**src/core/rot_pkg.sv**
```systemverilog
// Constants and types for the reversal and overshoot torque compensation
package rot_pkg;

  // ----------------------------------------------------------------------
  // Register word offsets (byte addresses)
  // ----------------------------------------------------------------------
  localparam logic [7:0] OFS_REV_AMT_A = 8'h00;
  localparam logic [7:0] OFS_REV_AMT_B = 8'h04;
  localparam logic [7:0] OFS_SF_FIVE = 8'h08;
  localparam logic [7:0] OFS_SPRING = 8'h0c;
  localparam logic [7:0] OFS_VISCOUS = 8'h10;
  localparam logic [7:0] OFS_PATH_GAIN = 8'h14;
  localparam logic [7:0] OFS_OSH_AMT_A = 8'h18;
  localparam logic [7:0] OFS_OSH_AMT_B = 8'h1c;
  localparam logic [7:0] OFS_SF_ONE = 8'h20;
  localparam logic [7:0] OFS_SF_THREE = 8'h24;
  localparam logic [7:0] OFS_CTRL = 8'h28;
  localparam logic [7:0] OFS_STATUS = 8'h2c;
  localparam logic [7:0] OFS_LAST = 8'h2c;

  // ----------------------------------------------------------------------
  // Field positions and codes
  // ----------------------------------------------------------------------
  localparam int SF1_REV_TYPE_LO = 8;
  localparam logic [1:0] REV_TYPE_TWO = 2'b10;
  localparam int SF1_OSH_LO = 10;
  localparam logic [1:0] OSH_STOP = 2'b00;
  localparam logic [1:0] OSH_TYPE_THREE = 2'b11;
  localparam int SF5_TYPE3_BIT = 1;
  localparam int SF5_UNIT_BIT = 2;
  localparam int SF3_BAND_LO = 12;
  localparam int CTRL_SWAP_BIT = 0;

  // ----------------------------------------------------------------------
  // Values and scaling
  // ----------------------------------------------------------------------
  localparam logic [15:0] AMT_SUPPRESS = 16'hffff;
  localparam logic [15:0] AMT_ZERO = 16'h0000;
  localparam logic [15:0] REG_RESET = 16'h0000;
  localparam logic [31:0] PCT_TO_HUNDREDTHS = 32'h0000_0064;
  localparam logic [5:0] BAND_STEP_UM = 6'h02;
  localparam int VISC_SHIFT = 10;
  localparam int SPRING_SHIFT = 8;
  localparam int GAIN_SHIFT = 12;
  localparam logic [7:0] HOLD_TICKS_DEF = 8'h10;
  localparam logic [1:0] HTRANS_NONSEQ = 2'b10;
  localparam logic [1:0] HRESP_OKAY = 2'b00;

endpackage

```
**src/core/rot_comp.sv**
```systemverilog
// Reversal and overshoot torque compensation for one feed axis
// ----------------------------------------------------------------------
// Operating notes
// ----------------------------------------------------------------------
// Register bus
//   Zero wait states: the address phase is taken on the edge where
//   hsel, hready and a NONSEQ transfer meet, and the write lands on the
//   following edge from hwdata.
//   Read data is captured in the address phase and stands in hrdata
//   until the next address phase is taken, so a slow master still
//   sees a stable word.
//   Unmapped or unaligned addresses read zero and swallow writes; the
//   response is always OKAY, so software gets no error for a bad
//   offset and must check what it wrote by reading it back.
//   Each register but the status word sits in bits 15:0 of its word; bits 31:16 read zero.
//   The status word packs the pulse flags, the direction memory and
//   the last torque so that a monitor can follow the axis.
//
// Servo cycle
//   All compensation state moves only on the tick strobe; between
//   ticks the torque output is frozen.
//   The torque produced on a tick is built from the inputs present in
//   that cycle and the state from before it, so a reversal seen on a
//   tick shows up as torque on the next tick.
//   Commands are level inputs and are assumed stable around the tick.
//
// Direction memory
//   The last nonzero command sign is kept; zero commands leave it
//   alone, so a stop between two moves in opposite directions still
//   counts as a reversal when motion resumes.
//   Nothing is remembered until the first nonzero command after reset,
//   so the first move never fires a pulse.
//
// Reversal pulse
//   The pulse lasts a fixed number of ticks set by a parameter; a
//   longer pulse helps slow feeds but overlaps fast back-and-forth
//   motion, where a new reversal simply restarts the pulse.
//   The spring term grows with the travel since the reversal and
//   eats into the pulse, and the result never changes sign: it is
//   clamped at zero rather than pushing against the new motion.
//   The viscous term scales with speed, so it is fixed when the pulse
//   starts; the path delay term is applied live on every tick.
//   The unbalance offset joins only the older method; the newer one
//   ignores it by design.
//   An amount of all ones is the suppress code, not a large torque;
//   it is tested before any scaling.
//
// Overshoot
//   Applied only while the command is zero and only when the model
//   droop points against the previous motion and lies outside the
//   dead band.
//   The band is compared as a magnitude; a code of zero gives no band.
//   The two prohibited field codes behave as stop, which is the safe
//   reading of a bad setting.
//   With both amounts zero nothing is applied.
//
// Direction swap
//   The swap bit exchanges only which amount serves which direction;
//   the sign of the torque always follows the command itself.
//
// Units
//   The unit bit is shared by both paths, so changing it rescales
//   every amount at once; software should rewrite the amounts in the
//   new unit before enabling compensation again.
//   Products are kept in 32 bits and cut to the 24-bit torque range;
//   amounts beyond the documented ranges are not clamped here.
//
// Hazards
//   Changing the type bits so that neither type is selected while a pulse runs stops the pulse at the
//   next tick, which can leave a short torque step on the axis.
//   The reversal timing setting is not implemented and is expected to
//   stay at zero on the controller side.
//
// Our own choices: the address map and the AHB-Lite slave port.
`timescale 1ns/1ns
module rot_comp
  import rot_pkg::*;
#(
  parameter logic [7:0] HOLD_TICKS = HOLD_TICKS_DEF
) (
  input wire logic hclk,
  input wire logic hresetn,
  input wire logic hsel,
  input wire logic [31:0] haddr,
  input wire logic [1:0] htrans,
  input wire logic hwrite,
  input wire logic [2:0] hsize,
  input wire logic [31:0] hwdata,
  input wire logic hready,
  output logic [31:0] hrdata,
  output logic hreadyout,
  output logic [1:0] hresp,
  input wire logic servo_tick,
  input wire logic signed [15:0] cmd_velocity,
  input wire logic signed [15:0] model_droop,
  input wire logic signed [15:0] path_delay,
  input wire logic signed [15:0] unbalance_torque_offset,
  output logic signed [23:0] torque_comp,
  output logic reversal_active,
  output logic overshoot_active
);

  // ----------------------------------------------------------------------
  // State
  // ----------------------------------------------------------------------
  typedef struct packed {
    logic [15:0] rev_a;
    logic [15:0] rev_b;
    logic [15:0] sf_five;
    logic [15:0] spring;
    logic [15:0] viscous;
    logic [15:0] gain;
    logic [15:0] osh_a;
    logic [15:0] osh_b;
    logic [15:0] sf_one;
    logic [15:0] sf_three;
    logic [15:0] ctrl;
    logic wr_pend;
    logic [7:0] wr_addr;
    logic [31:0] rdata;
    logic ready;
    logic dir_valid;
    logic dir_neg;
    logic [7:0] hold_left;
    logic rev_neg;
    logic [23:0] rev_mag;
    logic [23:0] travel;
    logic signed [23:0] torque;
    logic rev_on;
    logic osh_on;
  } rot_state_s;

  rot_state_s state_reg;
  rot_state_s state_next;

  // ----------------------------------------------------------------------
  // Helpers
  // ----------------------------------------------------------------------
  // Amount to hundredths of stall current
  function automatic logic [23:0] to_hundredths(input logic [15:0] amt,
                                                input logic fine);
    logic [31:0] wide;
    wide = {16'h0000, amt};
    if (!fine) begin
      wide = wide * PCT_TO_HUNDREDTHS;
    end
    return wide[23:0];
  endfunction

  // Magnitude of a signed word
  function automatic logic [15:0] mag16(input logic signed [15:0] v);
    return v[15] ? 16'(-v) : 16'(v);
  endfunction

  // Register read decode
  function automatic logic [31:0] read_word(input rot_state_s s,
                                            input logic [7:0] a);
    logic [31:0] w;
    w = 32'h0000_0000;
    case (a)
      OFS_REV_AMT_A: w = {16'h0000, s.rev_a};
      OFS_REV_AMT_B: w = {16'h0000, s.rev_b};
      OFS_SF_FIVE: w = {16'h0000, s.sf_five};
      OFS_SPRING: w = {16'h0000, s.spring};
      OFS_VISCOUS: w = {16'h0000, s.viscous};
      OFS_PATH_GAIN: w = {16'h0000, s.gain};
      OFS_OSH_AMT_A: w = {16'h0000, s.osh_a};
      OFS_OSH_AMT_B: w = {16'h0000, s.osh_b};
      OFS_SF_ONE: w = {16'h0000, s.sf_one};
      OFS_SF_THREE: w = {16'h0000, s.sf_three};
      OFS_CTRL: w = {16'h0000, s.ctrl};
      OFS_STATUS: w = {4'h0, s.rev_on, s.osh_on, s.dir_valid, s.dir_neg,
                       s.torque};
      default: w = 32'h0000_0000;
    endcase
    return w;
  endfunction

  // ----------------------------------------------------------------------
  // Next state
  // ----------------------------------------------------------------------
  logic addr_ok;
  logic vel_nz;
  logic vel_neg;
  logic phys_neg;
  logic prev_neg;
  logic reversal;
  logic type2;
  logic type3;
  logic fine;
  logic [15:0] rev_sel;
  logic [15:0] osh_sel;
  logic [15:0] vel_mag;
  logic [15:0] droop_mag;
  logic [15:0] band_um;
  logic [31:0] visc_term;
  logic [31:0] spring_term;
  logic signed [31:0] gain_term;
  logic signed [31:0] rev_eff;
  logic [23:0] base;
  logic [23:0] start_mag;
  logic osh_apply;
  logic [23:0] osh_amt;
  logic signed [23:0] rev_torque;
  logic signed [23:0] osh_torque;

  // Compute registers, bus and compensation
  always_comb begin
    state_next = state_reg;
    addr_ok = (haddr[31:8] == 24'h000000) && (haddr[1:0] == 2'b00)
              && (haddr[7:0] <= OFS_LAST);
    state_next.ready = 1'b1;
    // Bus write data phase
    state_next.wr_pend = 1'b0;
    if (state_reg.wr_pend) begin
      case (state_reg.wr_addr)
        OFS_REV_AMT_A: state_next.rev_a = hwdata[15:0];
        OFS_REV_AMT_B: state_next.rev_b = hwdata[15:0];
        OFS_SF_FIVE: state_next.sf_five = hwdata[15:0];
        OFS_SPRING: state_next.spring = hwdata[15:0];
        OFS_VISCOUS: state_next.viscous = hwdata[15:0];
        OFS_PATH_GAIN: state_next.gain = hwdata[15:0];
        OFS_OSH_AMT_A: state_next.osh_a = hwdata[15:0];
        OFS_OSH_AMT_B: state_next.osh_b = hwdata[15:0];
        OFS_SF_ONE: state_next.sf_one = hwdata[15:0];
        OFS_SF_THREE: state_next.sf_three = hwdata[15:0];
        OFS_CTRL: state_next.ctrl = hwdata[15:0];
        default: state_next.ctrl = state_reg.ctrl;
      endcase
    end
    // Bus address phase
    if (hsel && hready && htrans == HTRANS_NONSEQ) begin
      state_next.wr_pend = hwrite && addr_ok;
      state_next.wr_addr = haddr[7:0];
      state_next.rdata = addr_ok ? read_word(state_reg, haddr[7:0])
                                 : 32'h0000_0000;
    end

    // Direction and reversal detection
    vel_nz = (cmd_velocity != 16'sh0000);
    vel_neg = cmd_velocity[15];
    vel_mag = mag16(cmd_velocity);
    phys_neg = vel_neg ^ state_reg.ctrl[CTRL_SWAP_BIT];
    prev_neg = state_reg.dir_neg ^ state_reg.ctrl[CTRL_SWAP_BIT];
    reversal = servo_tick && vel_nz && state_reg.dir_valid
               && (vel_neg != state_reg.dir_neg);
    type2 = state_reg.sf_one[SF1_REV_TYPE_LO +: 2] == REV_TYPE_TWO;
    type3 = state_reg.sf_five[SF5_TYPE3_BIT];
    fine = state_reg.sf_five[SF5_UNIT_BIT];

    // Reversal amount by direction
    if (state_reg.rev_b == AMT_ZERO) begin
      rev_sel = state_reg.rev_a;
    end else begin
      rev_sel = phys_neg ? state_reg.rev_b : state_reg.rev_a;
    end
    base = to_hundredths(rev_sel, fine);
    visc_term = 32'(({16'h0000, state_reg.viscous} * {16'h0000, vel_mag})
                >> VISC_SHIFT);
    if (type3) begin
      start_mag = base + visc_term[23:0];
    end else begin
      start_mag = 24'(signed'(base) + 24'(unbalance_torque_offset));
    end

    // Reversal pulse start and decay
    if (servo_tick && state_reg.hold_left != 8'h00) begin
      state_next.hold_left = state_reg.hold_left - 8'h01;
      state_next.travel = state_reg.travel + {8'h00, vel_mag};
    end
    if (reversal && (type2 || type3) && rev_sel != AMT_SUPPRESS) begin
      state_next.hold_left = HOLD_TICKS;
      state_next.rev_neg = vel_neg;
      state_next.rev_mag = start_mag;
      state_next.travel = 24'h000000;
    end
    if (servo_tick && vel_nz) begin
      state_next.dir_valid = 1'b1;
      state_next.dir_neg = vel_neg;
    end

    // Effective reversal torque with spring and path terms
    spring_term = 32'({16'h0000, state_reg.spring}
                  * {8'h00, state_reg.travel}) >> SPRING_SHIFT;
    gain_term = 32'((signed'({16'h0000, state_reg.gain}) * 32'(path_delay))
                >>> GAIN_SHIFT);
    rev_eff = signed'({8'h00, state_reg.rev_mag}) - signed'(spring_term);
    if (type3 && state_reg.gain != AMT_ZERO) begin
      rev_eff = rev_eff + gain_term;
    end
    if (rev_eff < 0) begin
      rev_eff = 32'sh0;
    end
    if (state_reg.hold_left == 8'h00 || !(type2 || type3)) begin
      rev_eff = 32'sh0;
    end
    rev_torque = state_reg.rev_neg ? 24'(-rev_eff) : 24'(rev_eff);

    // Overshoot amount by preceding direction
    if (state_reg.osh_a == AMT_ZERO) begin
      osh_sel = state_reg.osh_b;
    end else if (state_reg.osh_b == AMT_ZERO) begin
      osh_sel = state_reg.osh_a;
    end else begin
      osh_sel = prev_neg ? state_reg.osh_b : state_reg.osh_a;
    end
    osh_amt = to_hundredths(osh_sel, fine);
    droop_mag = mag16(model_droop);
    band_um = {8'h00, 4'h0, state_reg.sf_three[SF3_BAND_LO +: 4]}
              * {10'h000, BAND_STEP_UM};
    osh_apply = (state_reg.sf_one[SF1_OSH_LO +: 2] == OSH_TYPE_THREE)
                && !vel_nz && state_reg.dir_valid
                && osh_sel != AMT_SUPPRESS && osh_sel != AMT_ZERO
                && (model_droop[15] != state_reg.dir_neg)
                && droop_mag > band_um;
    osh_torque = osh_apply ? (state_reg.dir_neg ? signed'(osh_amt)
                                                : 24'(-signed'(osh_amt)))
                           : 24'sh000000;

    // Combined output on each servo cycle
    if (servo_tick) begin
      state_next.torque = rev_torque + osh_torque;
      state_next.rev_on = rev_eff != 32'sh0;
      state_next.osh_on = osh_apply;
    end
  end

  // ----------------------------------------------------------------------
  // Registers
  // ----------------------------------------------------------------------
  // State update
  always_ff @(posedge hclk or negedge hresetn) begin
    if (!hresetn) begin
      state_reg <= '0;
    end else begin
      state_reg <= state_next;
    end
  end

  // Outputs from state flip-flops; hresp is the constant OKAY
  assign hrdata = state_reg.rdata;
  assign hreadyout = state_reg.ready;
  assign hresp = HRESP_OKAY;
  assign torque_comp = state_reg.torque;
  assign reversal_active = state_reg.rev_on;
  assign overshoot_active = state_reg.osh_on;

endmodule

```
**config.mk**
```make
export PLATFORM = sky130hd
export DESIGN_NAME = rot_comp
export DESIGN_NICKNAME = d
export VERILOG_FILES = /design/src/core/rot_pkg.sv /design/src/core/rot_comp.sv
export SDC_FILE = /design/constraint.sdc
export NUM_CORES = 2
export LEC_CHECK = 0
export ABC_AREA = 1
export ABC_CLOCK_PERIOD_IN_PS = 10250
export BUFFER_PORTS_ARGS = -buffer_cell sky130_fd_sc_hd__buf_2
export CORE_ASPECT_RATIO = 0.7
export CORE_MARGIN = 8
export CORE_UTILIZATION = 40
export DETAILED_ROUTE_END_ITERATION = 7
export HOLD_SLACK_MARGIN = 0.06
export PLACE_DENSITY = 0.57
export SLEW_MARGIN = 20
export SYNTH_ARGS = -nofsm -noshare
export SYNTH_HDL_FRONTEND = slang
export SYNTH_SLANG_ARGS = --single-unit
```
**constraint.sdc**
```tcl
create_clock -name hclk -period 10.25 [get_ports hclk]
set_input_delay 2.05 -clock hclk [delete_from_list [all_inputs] [get_ports hclk]]
set_output_delay 2.05 -clock hclk [all_outputs]
set_load 0.03 [all_outputs]
```
==> summary.txt <==
Run status
  – Status: finished, violations left
  – Failing checks: setup timing

Yosys
  – Number of synthesized flops with an enable pin: 0
  – Cells after Synth: between 7000 and 8000
  – Top_reg_cell synth: dfrtp_1
  – Synth area leader: fa_1
  – Async SR Flop Fraction: 100%
  – Top post-synthesis cells by area: fa_1, dfrtp_1, nand2_1
  – Mapped cell area: 0.0542 mm²
  – Top cell type's share of synthesized area: 25.6%
  – Yosys Warn Count: 0
  – Mean Syn Cell Area: about 7.3 µm²
  – Post-synthesis sequential area ratio: 13.8%
  – Yosys cell types: 68
  – Synth Register Bits: about 300

Timing
  – Setup TNS: -4390 ps
  – Endpoints failing hold: 0
  – Min Clock Period, post-route: 10680 ps
  – Final setup viols: 16
  – Worst Tran Pin Value: 1090 ps
  – Final worst slack: -430 ps
  – Tcrit/Tclk final: 104%
  – Rel. slew slack: 25.4%
  – Unrepaired setup endpoints after global routing: yes
  – FMAX: between 0.09 and 0.1 GHz
  – Max Slew Vio Count: 0
  – Clock Skew: 37.5 ps
  – WHS: 471 ps

Clock tree
  – CTS clk-pin slew, worst paths: 60 ps
  – CTS sink cnt: 299
  – # hold bufs at CTS: 0
  – Clock Latency Late Sink: 600 ps
  – TritonCTS clock tree: built
  – Maximum clock path buffer count: 3
  – CTS buffer count: 39
  – H-tree depth: 2
  – CTS root buffer: clkbuf_16

Floorplan
  – Area of the die: ~0.15 mm²
  – Core ar.: 0.135 mm²
  – Initial Utilization: 40.1%
  – Die Width: around 460 µm
  – # rows: 113
  – Ports: 200
  – Die Span Y: about 320 µm

Setup path
  – Top cell by count, worst path: nand2_2
  – Largest fanout on the critical path: 6
  – Startpoint types: flip-flop
  – Slowest CP cell: fa_2
  – CP Data Required Time: 10720 ps
  – Crit path DAT: 11140 ps
  – Crit. End Element: flip-flop
  – Worst setup path category: flip-flop to flip-flop
  – Cell family with most CP delay: adder cells
  – Worst path bufs/invs: 13
  – CP max stage delay: 550 ps

Detailed routing
  – Via Count: between 50000 and 60000
  – Vias per cell: 5.09
  – Remaining antenna violation count after routing: 0
  – Starting DRC count in detailed routing: between 4000 and 5000
  – DR WL/cell: ~19 µm
  – Drt pass-1 iters: 6
  – DR DRC count: 0
  – Routed WL: about 190000 µm

GRT
  – Initial antenna violation count: 12
  – Largest net degree at the start of global routing: 118
  – Total gr overflow: 0
  – GR Util All Layers: ~25%
  – First-pass GRT wire length: 292000 µm
  – Vias in the first global route: 50300

Final layout
  – Fill cells: roughly 13000
  – Layout area overhead: 20.7%
  – # nets final: 9478
  – Share of layout cells above drive strength 1: 18.2%
  – Fin util: 48.4%
  – Most common cell after layout, fill and taps aside: nand2_1
  – Max FFs per register: around 240
  – Most frequent cells in the layout: nand2_1, inv_1, buf_4
  – Post-route cell area: 0.0655 mm²

Placed design
  – Dpl cell area: 0.0618 mm²
  – Port Buffers: 174
  – Dpl hpwl: 154000 µm
  – Placer congestion estimate: 0.942

Hold path
  – Worst hold path type: flip-flop to flip-flop

Run
  – Max-cap check violation count: 0
[through the flow]
stage / instances / setup slack [ps]
2_1_floorplan: 7398 / -562
3_3_place_gp: 9737 / -1470
3_5_place_dp: 9737 / -1580
4_1_cts: 9891 / -303
5_1_grt: 9912 / -939
6_report: 9917 / -430
[worst min-delay path: stages, from the launching register on]
cell and delay [ps]:
dfrtp_1 340, nand2_1 50, nand2_1 50
[repair_timing]
item,4_1_cts,5_1_grt
pin swaps,117,52
gates resized for setup,253,119
buffers inserted,90,20
setup endpoints to repair,22,31
[worst paths after layout]
path | start | endpoint | slack, ps | cells past startpoint
worst min register to register | state_reg[124] | state_reg[124] | 470 | 2
worst min-delay path | state_reg[124] | state_reg[124] | 470 | 2
max in group asynchronous | hresetn | state_reg[31] | 7080 | 2
min in group asynchronous | hresetn | hreadyout | 1490 | 1
worst max register to register | state_reg[244] | torque_comp[21] | -430 | 67
worst max-delay path | state_reg[244] | torque_comp[21] | -430 | 67
[cell type report]
type | instances | area (µm²) | area share, %
Multi-Input combinational cell | 5176 | 40800 | 62.3
Timing Repair Buffer | 1021 | 7700 | 11.8
Sequential cell | 299 | 7500 | 11.5
Inverter | 1563 | 5870 | 8.96
Tap cell | 1782 | 2230 | 3.41
Clock buffer | 50 | 1100 | 1.68
Clock inverter | 20 | 279 | 0.426
Antenna cell | 6 | 15.0 | 0.0229
[synthesized netlist by cell type (10+ instances only)]
cell type	n
xnor2_1	90
a221oi_1	31
a21o_1	16
o31ai_1	12
o21a_1	21
o21bai_1	11
buf_1	20
a211oi_1	10
xor2_1	103
o21ai_0	443
nand2_1	1876
nand3_1	228
buf_2	27
nor4_1	24
a21oi_1	312
inv_2	12
fa_1	693
o211ai_1	10
a22o_1	16
o21ai_1	26
o22ai_1	11
or2_2	18
nor2_1	401
inv_1	1546
buf_4	64
dfrtp_1	299
a31oi_1	33
ha_1	546
nand4_1	44
clkbuf_1	243
nand2_2	22
nor3_1	51
[layer usage]
metal / vias to the layer above / track usage [%] / wire length (µm)
met3: 208 / 4.43 / 16300
met2: 1755 / 37.4 / 77200
met4: 0 / 5.39 / 4780
met5: - / 0 / 0
met1: 24400 / 37.8 / 88800
li1: 24100 / - / -
[logic make-up after synthesis]
kind of cell,count (synthesis),share of synthesized area (%)
AO/OA/AOI/OAI,1017,10.6
XOR/XNOR,193,3.12
adder cells (fa/ha/maj),1239,38.2
AND/OR/NAND/NOR,2720,20.4
buffers and inverters,1923,13.9
other,2,0.0138
flip-flops,299,13.8
Power is not shown: default switching activity piles up to over one toggle a cycle in this logic, so the estimate is an artifact.
